==> config.mk <==
export PLATFORM = sky130hd
export DESIGN_NAME = ext_byte_alu
export DESIGN_NICKNAME = d
export VERILOG_FILES = /design/src/verilog/ext_alu_pkg.sv /design/src/verilog/ext_byte_alu.sv
export SDC_FILE = /design/constraint.sdc
export NUM_CORES = 1
export LEC_CHECK = 0
export BUFFER_PORTS_ARGS = -buffer_cell sky130_fd_sc_hd__buf_2
export CAP_MARGIN = 20
export CORE_ASPECT_RATIO = 0.6
export CORE_MARGIN = 2
export CORE_UTILIZATION = 25
export CTS_BUF_LIST = sky130_fd_sc_hd__clkbuf_8 sky130_fd_sc_hd__clkbuf_16
export DETAILED_ROUTE_END_ITERATION = 10
export PLACE_DENSITY = 0.47
export SLEW_MARGIN = 10
export SYNTH_ARGS = -nofsm -noshare
export SYNTH_HDL_FRONTEND = slang
export SYNTH_SLANG_ARGS = --single-unit
==> constraint.sdc <==
create_clock -name clk_i -period 4.3 [get_ports clk_i]
set_clock_uncertainty 0.2 [all_clocks]
set_input_delay 1.075 -clock clk_i [delete_from_list [all_inputs] [get_ports clk_i]]
set_output_delay 1.075 -clock clk_i [all_outputs]
set_load 0.01 [all_outputs]
==> src/verilog/ext_alu_pkg.sv <==
package ext_alu_pkg;

   // Wishbone byte offsets
   localparam logic [3:0] ACC_OFS  = 4'h0;
   localparam logic [3:0] FLAG_OFS = 4'h4;
   localparam logic [3:0] ADDR_OFS = 4'h8;
   localparam logic [3:0] CMD_OFS  = 4'hc;

   // Command word fields
   localparam int OP_LSB   = 0;
   localparam int OP_W     = 5;
   localparam int BIT_LSB  = 8;
   localparam int BUSY_BIT = 31;

   localparam logic [7:0] ACC_RST  = 8'h00;
   localparam logic [7:0] CLR_BYTE = 8'h00;
   localparam logic [3:0] BCD_MAX  = 4'h9;
   localparam logic [3:0] BCD_ADJ  = 4'h6;

   typedef struct packed {
      logic carry_zero_bit;
      logic sign_compare_bit;
      logic signed_wrap_bit;
      logic result_null_bit;
      logic nibble_carry_bit;
      logic ripple_out_bit;
   } flags_t;

   localparam flags_t FLAG_RST = '0;

   typedef enum logic [OP_W-1:0] {
      add_mem_carry_to_acc, add_carry_into_mem, add_mem_to_acc,
      add_into_mem, and_mem_to_acc, and_into_mem, or_mem_to_acc,
      or_into_mem, clear_mem_byte, clear_mem_bit, invert_mem,
      invert_to_acc, decimal_adjust_to_mem, decrement_mem,
      decrement_to_acc, increment_mem, increment_to_acc,
      move_mem_to_acc, move_acc_to_mem, rotate_left_mem,
      rotate_left_to_acc, rotate_left_thru_flag,
      rotate_left_thru_flag_acc, rotate_right_mem, rotate_right_to_acc,
      rotate_right_thru_flag, rotate_right_thru_flag_acc,
      sub_borrow_to_acc, sub_borrow_into_mem, no_op_29, no_op_30,
      no_op_31
   } op_t;

endpackage

==> src/verilog/ext_byte_alu.sv <==
`timescale 1ns/1ps
// Function
// - Memory address is flat, no bank selection
// - Add with carry, five arithmetic flags
// - Plain add, same five flags
// - AND result, only zero flag
// - OR result, only zero flag
// - Clear byte or bit, no flags
// - Complement, zero flag, acc form keeps memory
// - Decimal adjust adds six per nibble
// - Decimal adjust changes only carry flag
// - Decrement; acc form updates zero flag
// - Increment updates zero flag both forms
// - Move either way, flags untouched
// - Rotate left, bit 7 into bit 0
// - Rotate left through carry flag
// - Rotate right, bit 0 into bit 7
// - Rotate right through carry flag
// - Subtract with borrow, six flags
// - Carry cleared on negative, else set
// - Memory form of subtract flags identical
module ext_byte_alu #(
   parameter int AW = 10
) (
   input  wire logic          clk_i,
   input  wire logic          rst_i,
   input  wire logic          cyc_i,
   input  wire logic          stb_i,
   input  wire logic          we_i,
   input  wire logic [3:0]    adr_i,
   input  wire logic [3:0]    sel_i,
   input  wire logic [31:0]   dat_i,
   output logic      [31:0]   dat_o,
   output logic               ack_o,
   output logic      [AW-1:0] mem_addr_o,
   output logic               mem_rd_o,
   output logic               mem_wr_o,
   output logic      [7:0]    mem_wdata_o,
   input  wire logic [7:0]    mem_rdata_i
);

   typedef enum {ST_IDLE, ST_READ, ST_EXEC, ST_WRITE} state_t;

   state_t                state;
   ext_alu_pkg::op_t      op;
   ext_alu_pkg::flags_t   flags;
   ext_alu_pkg::flags_t   next_flags;
   logic [7:0]            acc;
   logic [7:0]            next_acc;
   logic [7:0]            next_res;
   logic                  next_to_mem;
   logic [AW-1:0]         addr;
   logic [2:0]            bit_idx;
   logic                  wb_req;
   logic                  wb_wr;
   logic                  busy;
   logic                  exec;
   logic [7:0]            m;
   logic [7:0]            opnd;
   logic                  sub_op;
   logic                  cin;
   logic [8:0]            sum;
   logic [4:0]            nib;
   logic [7:0]            logic_res;
   logic                  lo_adj;
   logic                  hi_adj;
   logic [8:0]            bcd;
   logic [7:0]            z_res;

   assign wb_req = cyc_i && stb_i && !ack_o;
   // Register writes take effect on the edge where the master samples ack high
   assign wb_wr  = cyc_i && stb_i && we_i && ack_o;
   assign busy   = (state != ST_IDLE);
   assign exec   = (state == ST_EXEC);
   assign m      = mem_rdata_i;

   // Single-cycle registered acknowledge, dropped in the cycle after
   always_ff @(posedge clk_i) begin
      if (rst_i) begin
         ack_o <= 1'b0;
      end else begin
         ack_o <= wb_req;
      end
   end

   always_ff @(posedge clk_i) begin
      if (rst_i) begin
         dat_o <= 32'h0000_0000;
      end else if (wb_req && !we_i) begin
         if (adr_i == ext_alu_pkg::ACC_OFS) begin
            dat_o <= {24'h000000, acc};
         end else if (adr_i == ext_alu_pkg::FLAG_OFS) begin
            dat_o <= {26'h0000000, flags};
         end else if (adr_i == ext_alu_pkg::ADDR_OFS) begin
            dat_o <= 32'(addr);
         end else if (adr_i == ext_alu_pkg::CMD_OFS) begin
            dat_o <= {busy, 20'h00000, bit_idx, 3'h0, op};
         end else begin
            dat_o <= 32'h0000_0000;
         end
      end
   end

   always_ff @(posedge clk_i) begin
      if (rst_i) begin
         addr <= '0;
      end else if (wb_wr && !busy && (sel_i[1:0] != 2'b00)
                   && adr_i == ext_alu_pkg::ADDR_OFS) begin
         addr <= dat_i[AW-1:0];
      end
   end

   // Commands written while busy are dropped so one op runs at a time
   always_ff @(posedge clk_i) begin
      if (rst_i) begin
         op      <= ext_alu_pkg::no_op_31;
         bit_idx <= 3'h0;
      end else if (wb_wr && !busy && sel_i[0]
                   && adr_i == ext_alu_pkg::CMD_OFS) begin
         op      <= ext_alu_pkg::op_t'(dat_i[ext_alu_pkg::OP_LSB +: 5]);
         bit_idx <= dat_i[ext_alu_pkg::BIT_LSB +: 3];
      end
   end

   always_ff @(posedge clk_i) begin
      if (rst_i) begin
         state <= ST_IDLE;
      end else begin
         case (state)
            ST_IDLE: begin
               if (wb_wr && sel_i[0]
                   && adr_i == ext_alu_pkg::CMD_OFS) begin
                  state <= ST_READ;
               end
            end
            ST_READ:  state <= ST_EXEC;
            ST_EXEC:  state <= next_to_mem ? ST_WRITE : ST_IDLE;
            default:  state <= ST_IDLE;
         endcase
      end
   end

   // Full address always, so every data section is reachable
   assign mem_addr_o = addr;
   assign mem_rd_o   = (state == ST_READ);
   assign mem_wr_o   = (state == ST_WRITE);

   // One adder serves add and subtract; subtract adds ~m plus carry
   always_comb begin
      sub_op = (op == ext_alu_pkg::sub_borrow_to_acc)
            || (op == ext_alu_pkg::sub_borrow_into_mem);
      opnd   = sub_op ? ~m : m;
      cin    = 1'b0;
      if (sub_op || op == ext_alu_pkg::add_mem_carry_to_acc
          || op == ext_alu_pkg::add_carry_into_mem) begin
         cin = flags.ripple_out_bit;
      end
      sum = 9'(acc) + 9'(opnd) + 9'(cin);
      nib = 5'(acc[3:0]) + 5'(opnd[3:0]) + 5'(cin);
      lo_adj = (acc[3:0] > ext_alu_pkg::BCD_MAX)
            || flags.nibble_carry_bit;
      hi_adj = (acc[7:4] > ext_alu_pkg::BCD_MAX)
            || flags.ripple_out_bit;
      bcd = 9'(acc) + 9'({hi_adj ? ext_alu_pkg::BCD_ADJ : 4'h0,
                          lo_adj ? ext_alu_pkg::BCD_ADJ : 4'h0});
   end

   always_comb begin
      next_res    = acc;
      next_acc    = acc;
      next_flags  = flags;
      next_to_mem = 1'b0;
      logic_res   = 8'h00;
      z_res       = 8'h00;
      case (op)
         ext_alu_pkg::add_mem_carry_to_acc,
         ext_alu_pkg::add_carry_into_mem,
         ext_alu_pkg::add_mem_to_acc,
         ext_alu_pkg::add_into_mem,
         ext_alu_pkg::sub_borrow_to_acc,
         ext_alu_pkg::sub_borrow_into_mem: begin
            next_res = sum[7:0];
            next_to_mem = (op == ext_alu_pkg::add_carry_into_mem)
                       || (op == ext_alu_pkg::add_into_mem)
                       || (op == ext_alu_pkg::sub_borrow_into_mem);
            // Carry out of a+~m+c is set exactly when no borrow
            next_flags.ripple_out_bit   = sum[8];
            next_flags.nibble_carry_bit = nib[4];
            next_flags.result_null_bit  = (sum[7:0] == 8'h00);
            next_flags.signed_wrap_bit  = (acc[7] == opnd[7])
                                       && (sum[7] != acc[7]);
            next_flags.sign_compare_bit = next_flags.signed_wrap_bit
                                       ^ sum[7];
            if (sub_op) begin
               // Zero over a chain of bytes
               next_flags.carry_zero_bit = (sum[7:0] == 8'h00)
                                        && flags.carry_zero_bit;
            end
         end
         ext_alu_pkg::and_mem_to_acc, ext_alu_pkg::and_into_mem,
         ext_alu_pkg::or_mem_to_acc, ext_alu_pkg::or_into_mem: begin
            if (op == ext_alu_pkg::and_mem_to_acc
                || op == ext_alu_pkg::and_into_mem) begin
               logic_res = acc & m;
            end else begin
               logic_res = acc | m;
            end
            next_res = logic_res;
            next_to_mem = (op == ext_alu_pkg::and_into_mem)
                       || (op == ext_alu_pkg::or_into_mem);
            next_flags.result_null_bit = (logic_res == 8'h00);
         end
         ext_alu_pkg::clear_mem_byte: begin
            next_res    = ext_alu_pkg::CLR_BYTE;
            next_to_mem = 1'b1;
         end
         ext_alu_pkg::clear_mem_bit: begin
            next_res          = m;
            next_res[bit_idx] = 1'b0;
            next_to_mem       = 1'b1;
         end
         ext_alu_pkg::invert_mem, ext_alu_pkg::invert_to_acc: begin
            next_res = ~m;
            next_to_mem = (op == ext_alu_pkg::invert_mem);
            next_flags.result_null_bit = (m == 8'hff);
         end
         ext_alu_pkg::decimal_adjust_to_mem: begin
            next_res    = bcd[7:0];
            next_to_mem = 1'b1;
            // Sticky so a multi-byte decimal sum keeps its carry
            next_flags.ripple_out_bit = flags.ripple_out_bit
                                     | bcd[8];
         end
         ext_alu_pkg::decrement_mem, ext_alu_pkg::decrement_to_acc: begin
            z_res = m - 8'h01;
            next_res = z_res;
            next_to_mem = (op == ext_alu_pkg::decrement_mem);
            if (op == ext_alu_pkg::decrement_to_acc) begin
               next_flags.result_null_bit = (z_res == 8'h00);
            end
         end
         ext_alu_pkg::increment_mem, ext_alu_pkg::increment_to_acc: begin
            z_res = m + 8'h01;
            next_res = z_res;
            next_to_mem = (op == ext_alu_pkg::increment_mem);
            next_flags.result_null_bit = (z_res == 8'h00);
         end
         ext_alu_pkg::move_mem_to_acc: begin
            next_res = m;
         end
         ext_alu_pkg::move_acc_to_mem: begin
            next_res    = acc;
            next_to_mem = 1'b1;
         end
         ext_alu_pkg::rotate_left_mem, ext_alu_pkg::rotate_left_to_acc: begin
            next_res = {m[6:0], m[7]};
            next_to_mem = (op == ext_alu_pkg::rotate_left_mem);
         end
         ext_alu_pkg::rotate_left_thru_flag,
         ext_alu_pkg::rotate_left_thru_flag_acc: begin
            next_res = {m[6:0], flags.ripple_out_bit};
            next_to_mem = (op == ext_alu_pkg::rotate_left_thru_flag);
            next_flags.ripple_out_bit = m[7];
         end
         ext_alu_pkg::rotate_right_mem, ext_alu_pkg::rotate_right_to_acc: begin
            next_res = {m[0], m[7:1]};
            next_to_mem = (op == ext_alu_pkg::rotate_right_mem);
         end
         ext_alu_pkg::rotate_right_thru_flag,
         ext_alu_pkg::rotate_right_thru_flag_acc: begin
            next_res = {flags.ripple_out_bit, m[7:1]};
            next_to_mem = (op == ext_alu_pkg::rotate_right_thru_flag);
            next_flags.ripple_out_bit = m[0];
         end
         default: begin
            next_res = acc;
         end
      endcase
      if (!next_to_mem && op <= ext_alu_pkg::sub_borrow_into_mem) begin
         next_acc = next_res;
      end
   end

   // Software writes to acc and flags are ignored while an op runs
   always_ff @(posedge clk_i) begin
      if (rst_i) begin
         acc <= ext_alu_pkg::ACC_RST;
      end else if (exec) begin
         acc <= next_acc;
      end else if (wb_wr && !busy && sel_i[0]
                   && adr_i == ext_alu_pkg::ACC_OFS) begin
         acc <= dat_i[7:0];
      end
   end

   always_ff @(posedge clk_i) begin
      if (rst_i) begin
         flags <= ext_alu_pkg::FLAG_RST;
      end else if (exec) begin
         flags <= next_flags;
      end else if (wb_wr && !busy && sel_i[0]
                   && adr_i == ext_alu_pkg::FLAG_OFS) begin
         flags <= ext_alu_pkg::flags_t'(dat_i[5:0]);
      end
   end

   always_ff @(posedge clk_i) begin
      if (rst_i) begin
         mem_wdata_o <= 8'h00;
      end else if (exec) begin
         mem_wdata_o <= next_res;
      end
   end
endmodule
# ---- Yosys cells after proc, flatten, opt, wreduce, memory -nomap -nowiden
# Cells that the tools add are included.
dict set report totals {
  out_inout_bits 53
  input_bits 53
  reg_bits 105
  wordCells 164
}
dict set report op_classes {
  bitwise 7
  reduce_logical 57
  n_lt_le_gt_ge 5
  eq_ne 46
  n_addsub 7
  muxes 28
}
# cell count
set ops {}
lappend ops {{32-bit two-way mux} 5}
lappend ops {{8-bit one-hot mux with 13 select lines} 1}
lappend ops {{32-bit one-hot mux with 3 select lines} 1}
lappend ops {{5-bit == test (second input constant)} 13}
lappend ops {{32-bit by 2-bit == test with 1-bit output (second input constant)} 2}
lappend ops {{32-bit by 3-bit == test with 1-bit output (second input constant)} 2}
lappend ops {{8-bit two-way mux} 6}
lappend ops {{5-bit by 4-bit == test with 1-bit output (second input constant)} 8}
lappend ops {{32-bit by 1-bit == test with 1-bit output (second input constant)} 1}
lappend ops {{32-bit zero test} 1}
lappend ops {{8-bit zero test} 4}
lappend ops {{32-bit nonzero test} 1}
lappend ops {{5-bit by 3-bit == test with 1-bit output (second input constant)} 4}
lappend ops {{1-bit logical AND} 18}
lappend ops {{8-bit bitwise AND} 2}
lappend ops {{8-bit inverter} 2}
lappend ops {{2-bit OR reduction} 7}
lappend ops {{6-bit two-way mux} 2}
lappend ops {{5-bit by 2-bit == test with 1-bit output (second input constant)} 2}
lappend ops {{1-bit one-hot mux with 10 select lines} 1}
lappend ops {{8-bit by 7-bit adder with 9-bit output} 1}
lappend ops {{8-bit by 8-bit adder with 9-bit output} 1}
lappend ops {{9-bit by 1-bit adder with 9-bit output} 1}
lappend ops {{1-bit logical OR} 9}
lappend ops {{36 further kinds} 55}

# ---- Longest topological paths before layout
dict set report depth {
  word_depth 11
  depth_mapped 17
  depth_no_buf 13
}

# ---- Worst setup path before layout
# Ideal clock, no wire load.
dict set report synth_timing {
  path_kind {input port to flip-flop}
  startpoint {input port mem_rdata_i[0]}
  endpoint {register flags[2] (netlist name)}
  path_stages 11
  t_required_ns 3.997
  setup_slack_ns 0.335
  arrival_ns 3.662
  cell_sequence {buf_1 inv_1 xnor2_1 fa_1 fa_1 a211oi_1 nor2_1 xnor2_1 and4b_1 nand4_1 a2111oi_2}
}
dict set report synth_via {
  elab_chain_len 7
}
# element line
set synth_rtl {}
lappend synth_rtl {{start: declaration} ext_byte_alu.sv:39} ;# input wire logic [7:0] mem_rdata_i
lappend synth_rtl {{8-bit inverter} ext_byte_alu.sv:152} ;# opnd = sub_op ? ~m : m;
lappend synth_rtl {{8-bit two-way mux} ext_byte_alu.sv:152}
lappend synth_rtl {{8-bit by 8-bit adder with 9-bit output} ext_byte_alu.sv:158} ;# sum = 9'(acc) + 9'(opnd) + 9'(cin);
lappend synth_rtl {{9-bit by 1-bit adder with 9-bit output} ext_byte_alu.sv:158}
lappend synth_rtl {{8-bit zero test} ext_byte_alu.sv:189} ;# next_flags.result_null_bit = (sum[7:0] == 8'h00);
lappend synth_rtl {{1-bit one-hot mux with 5 select lines (*)} ext_byte_alu.sv:175} ;# case (op)
lappend synth_rtl {{6-bit two-way mux (*)} ext_byte_alu.sv:299} ;# end else if (exec) begin
lappend synth_rtl {{end signal: assignment} ext_byte_alu.sv:298} ;# flags <= ext_alu_pkg::FLAG_RST;
lappend synth_rtl {{end signal: assignment} ext_byte_alu.sv:300} ;# flags <= next_flags;
lappend synth_rtl {{end signal: assignment} ext_byte_alu.sv:303} ;# flags <= ext_alu_pkg::flags_t'(dat_i[5:0]);
lappend synth_rtl {{end: declaration} ext_byte_alu.sv:46} ;# ext_alu_pkg::flags_t flags;
# Mark *: on every way between the ends. The rest lies on a longest branch, timed or not. The select of a mux whose other input is x is not followed.
# A chain may end at the register's enable or synchronous reset.

# ---- Worst setup path after layout
dict set report layout_timing {
  startpoint {register op[0]}
  endpoint {register flags[0] (netlist name)}
}
dict set report layout_via {
  elab_chain_len 8
}
# element line
set layout_rtl {}
lappend layout_rtl {{start: declaration} ext_byte_alu.sv:45} ;# ext_alu_pkg::op_t op;
lappend layout_rtl {{start signal: assignment} ext_byte_alu.sv:116} ;# op <= ext_alu_pkg::no_op_31;
lappend layout_rtl {{start signal: assignment} ext_byte_alu.sv:120} ;# op <= ext_alu_pkg::op_t'(dat_i[ext_alu_pkg::OP_LSB +: 5]);
lappend layout_rtl {{branches (longest 8 deep; another with 8-bit by 8-bit adder with 9-bit output)} --}
# Several ways; the timed one is not identified.

==> impl_metrics.env <==
export IMPL_critPathKind="flop to flop"
export IMPL_hp_start="mem_wdata_o[7]$_SDFFE_PP0N_"
export IMPL_status="completed"
export IMPL_hold_class="flop to flop"
export IMPL_p_total_mw=1.08
export IMPL_diodes=0
export IMPL_grt_use_met2_pct=22.9
export IMPL_synth_edff_count=0
export IMPL_period_needed_ns=4.11
export IMPL_rrSetupSlack_ns=0.19
export IMPL_crit_family="compound AO/OA/AOI/OAI gates"
export IMPL_cts_setup_buffers=0
export IMPL_root_buffer="clkbuf_16"
export IMPL_setup_violations_final=0
export IMPL_dieArea_um2=22400
export IMPL_grt_pass1_wl_um=31600
export IMPL_path_cells="or2_1 -> o21ai_0 -> and2_1 -> xnor2_1 -> fa_1 -> fa_1 -> a211oi_1 -> o21a_1 -> o21ai_0 -> a2111oi_0 -> buf_4 -> nand4b_1 -> a221oi_1"
export IMPL_gp_congestion=0.962
export IMPL_vdd_drop_max_mv=0.142
export IMPL_ant_nets=0
export IMPL_period_share_pct=95.5
export IMPL_area_delta_synth_final_pct=14.1
export IMPL_fp_row_count=41
export IMPL_grt_max_degree=42
export IMPL_hold_depth=2
export IMPL_cp_data_required_time_ns=4.23
export IMPL_grt_busiest_layer="met1"
export IMPL_routedWlPerCell_um=20.4
export IMPL_slowest_delay_ns=0.47
export IMPL_die_y_um=117
export IMPL_min_to="mem_wdata_o[7]$_SDFFE_PP0N_"
export IMPL_yosys_cell_types_count=84
export IMPL_nNetsFinal=817
export IMPL_cts_tree="built"
export IMPL_critPathBufInv=1
export IMPL_hold_viol=0
export IMPL_clkTransAtPathRegs_ns=0.07
export IMPL_vias_per_cell=5.52
export IMPL_grtUsageTotal_pct=18.5
export IMPL_endpoint_kind="flop"
export IMPL_grt_pass1_vias=4929
export IMPL_drt_pass1_iterations=5
export IMPL_slew_violations=0
export IMPL_drive_gt1_share_pct=17.3
export IMPL_core_area_um2=20900
export IMPL_drc=0
export IMPL_ctsResizeCount=0
export IMPL_rsz0062_at_grt="false"
export IMPL_dieWidth_um=192
export IMPL_synthCells=702
export IMPL_fillers=2287
export IMPL_hold_buffers=0
export IMPL_grt_remaining_overflow=0
export IMPL_grt_use_met3_pct=5.16
export IMPL_powerDensity_nw_per_um2=178
export IMPL_cp_max_fo=4
export IMPL_worstReg2RegEnd="flags[0]$_SDFFE_PP0P_"
export IMPL_seqCellArea_um2=1100
export IMPL_cts_sinks=55
export IMPL_max_freq_ghz=0.243
export IMPL_syn_area_um2=5300
export IMPL_setup_tns_ns=0
export IMPL_cap_viol_max_count=0
export IMPL_critPathSlowestCell="fa_1"
export IMPL_rr_worst_depth=13
export IMPL_drt_iter0_drc=763
export IMPL_clk_insertion_delay_late_ns=0.29
export IMPL_cts_buffer_depth=2
export IMPL_synthFlopType="dfxtp_1"
export IMPL_yosysSeqAreaShare_pct=20.8
export IMPL_synth_warnings=0
export IMPL_worstPathArrival_ns=4.04
export IMPL_cts_htree_levels=2
export IMPL_num_vias=5653
export IMPL_io_pins=106
export IMPL_tightest_slew_ns=0.866
export IMPL_antenna_found_initial=0
export IMPL_yosys_register_bits=55
export IMPL_r2r_start="op[0]$_SDFFE_PP1P_"
export IMPL_syn_area_per_cell_um2=7.55
export IMPL_critical_path_startpoint_type="flop"
export IMPL_numPortBuffers=62
export IMPL_cts_buffers=5
export IMPL_start_util_pct=25.4
export IMPL_grt_util_met1_pct=30.6
export IMPL_maxSlewHeadroom_pct=41.8
export IMPL_postRouteWirelength_um=20900
export IMPL_dp_hpwl_um=16100
export IMPL_async_flop_share_pct=0
export IMPL_multi_input_area_um2=3770
export IMPL_leakagePower_nw=2.36
-- sequential cells by signal, indices dropped and copies added (netlist names) --
name and flops:
dat_o 12, mem_addr_o 10, acc 8, mem_wdata_o 8, flags 6, op 5, bit_idx 3, state 2
ack_o 1
-- worst register-to-register path, delay by kind of cell, from the launching register on --
| kind | cells | cell delay, ns |
|---|---|---|
| buffers and inverters | 1 | 0.19 |
| DFF | 1 | 0.33 |
| and+or+nand+nor | 3 | 0.64 |
| AOI/OAI and AO/OA | 6 | 1.56 |
| xor gates and xnor gates | 1 | 0.11 |
| adders and majority gates | 2 | 0.90 |
-- synth_stat cells (13+ instances only) --
cell | number | area (µm²)
mux2i_1 | 22 | 220
clkbuf_1 | 31 | 116
nor2_1 | 86 | 323
xor2_1 | 14 | 123
xnor2_1 | 13 | 114
buf_4 | 23 | 173
nand2_1 | 41 | 154
dfxtp_1 | 55 | 1100
nor3_1 | 24 | 120
a21oi_1 | 36 | 180
nand3_1 | 19 | 95.1
o21ai_0 | 42 | 210
buf_2 | 22 | 110
inv_1 | 19 | 71.3
ha_1 | 15 | 188
nand2b_1 | 13 | 81.3
-- report_power, final --
part / switching (mW) / internal (mW)
Combinational: 0.105 / 0.0521
Sequential: 0.000790 / 0.510
Clock: 0.183 / 0.228
Total: 0.289 / 0.790
-- per-stage QoR --
stage	instance area [µm²]	hold slack (ns)	instances	util (%)	setup slack (ns)
after floorplan	5370	0.264	721	-	0.335
after global placement	5910	0.240	1018	28.3	0.204
after detailed placement	5910	0.247	1018	28.3	0.153
after CTS	6050	0.258	1025	29.0	0.267
after global routing	6050	0.270	1025	29.0	0.00697
final	6050	0.253	1025	29.0	0.192
-- cells by family after synthesis --
logic type | Yosys count | synth area share (%)
compound gates | 209 | 28.3
xor+xnor | 27 | 4.46
fa+ha+maj | 24 | 5.81
buf+inv | 103 | 9.58
flops | 55 | 20.8
mux | 27 | 6.28
other cells | 1 | 0.0708
simple gates | 256 | 24.7
-- layout by cell type, fill, tap and decap left out, types with 10 or more instances in the layout --
cell	instances
o21ai_0	42
ha_1	15
nor2_1	86
nor2b_1	11
a22oi_1	10
nor3_1	24
inv_1	19
nand3_1	19
nand2b_1	13
dfxtp_1	55
mux2i_1	22
buf_2	62
nand2_1	41
buf_4	37
a221oi_1	10
o211ai_1	10
a211oi_1	11
xor2_1	14
a21oi_1	36
conb_1	20
xnor2_1	13
-- area by class of cell --
type,instances,area share (%)
timing repair buffer,100,10.1
multi-input combinational,563,62.3
sequential,55,18.2
inverter,21,1.30
clock inverter,1,0.0827
clock buffer,6,2.30
tap,279,5.77
-- metal layers --
layer  up-vias  routed length (µm)
met2       271                7640
met5         -                   0
met4         0                 151
met1      2714               10900
met3        12                2160
li1       2656                   -
-- how the worst max path moves through the flow --
stage          cells past startpoint               endpoint          startpoint
2_1_floorplan                     11  flags[2]$_SDFFE_PP0P_      mem_rdata_i[0]
3_3_place_gp                      12  flags[0]$_SDFFE_PP0P_      mem_rdata_i[0]
3_5_place_dp                      12  flags[0]$_SDFFE_PP0P_      mem_rdata_i[0]
4_1_cts                           13  flags[0]$_SDFFE_PP0P_  op[0]$_SDFFE_PP1P_
5_1_grt                           13  flags[0]$_SDFFE_PP0P_  op[0]$_SDFFE_PP1P_
6_report                          13  flags[0]$_SDFFE_PP0P_  op[0]$_SDFFE_PP1P_
Power figures use the tool's default switching activity.
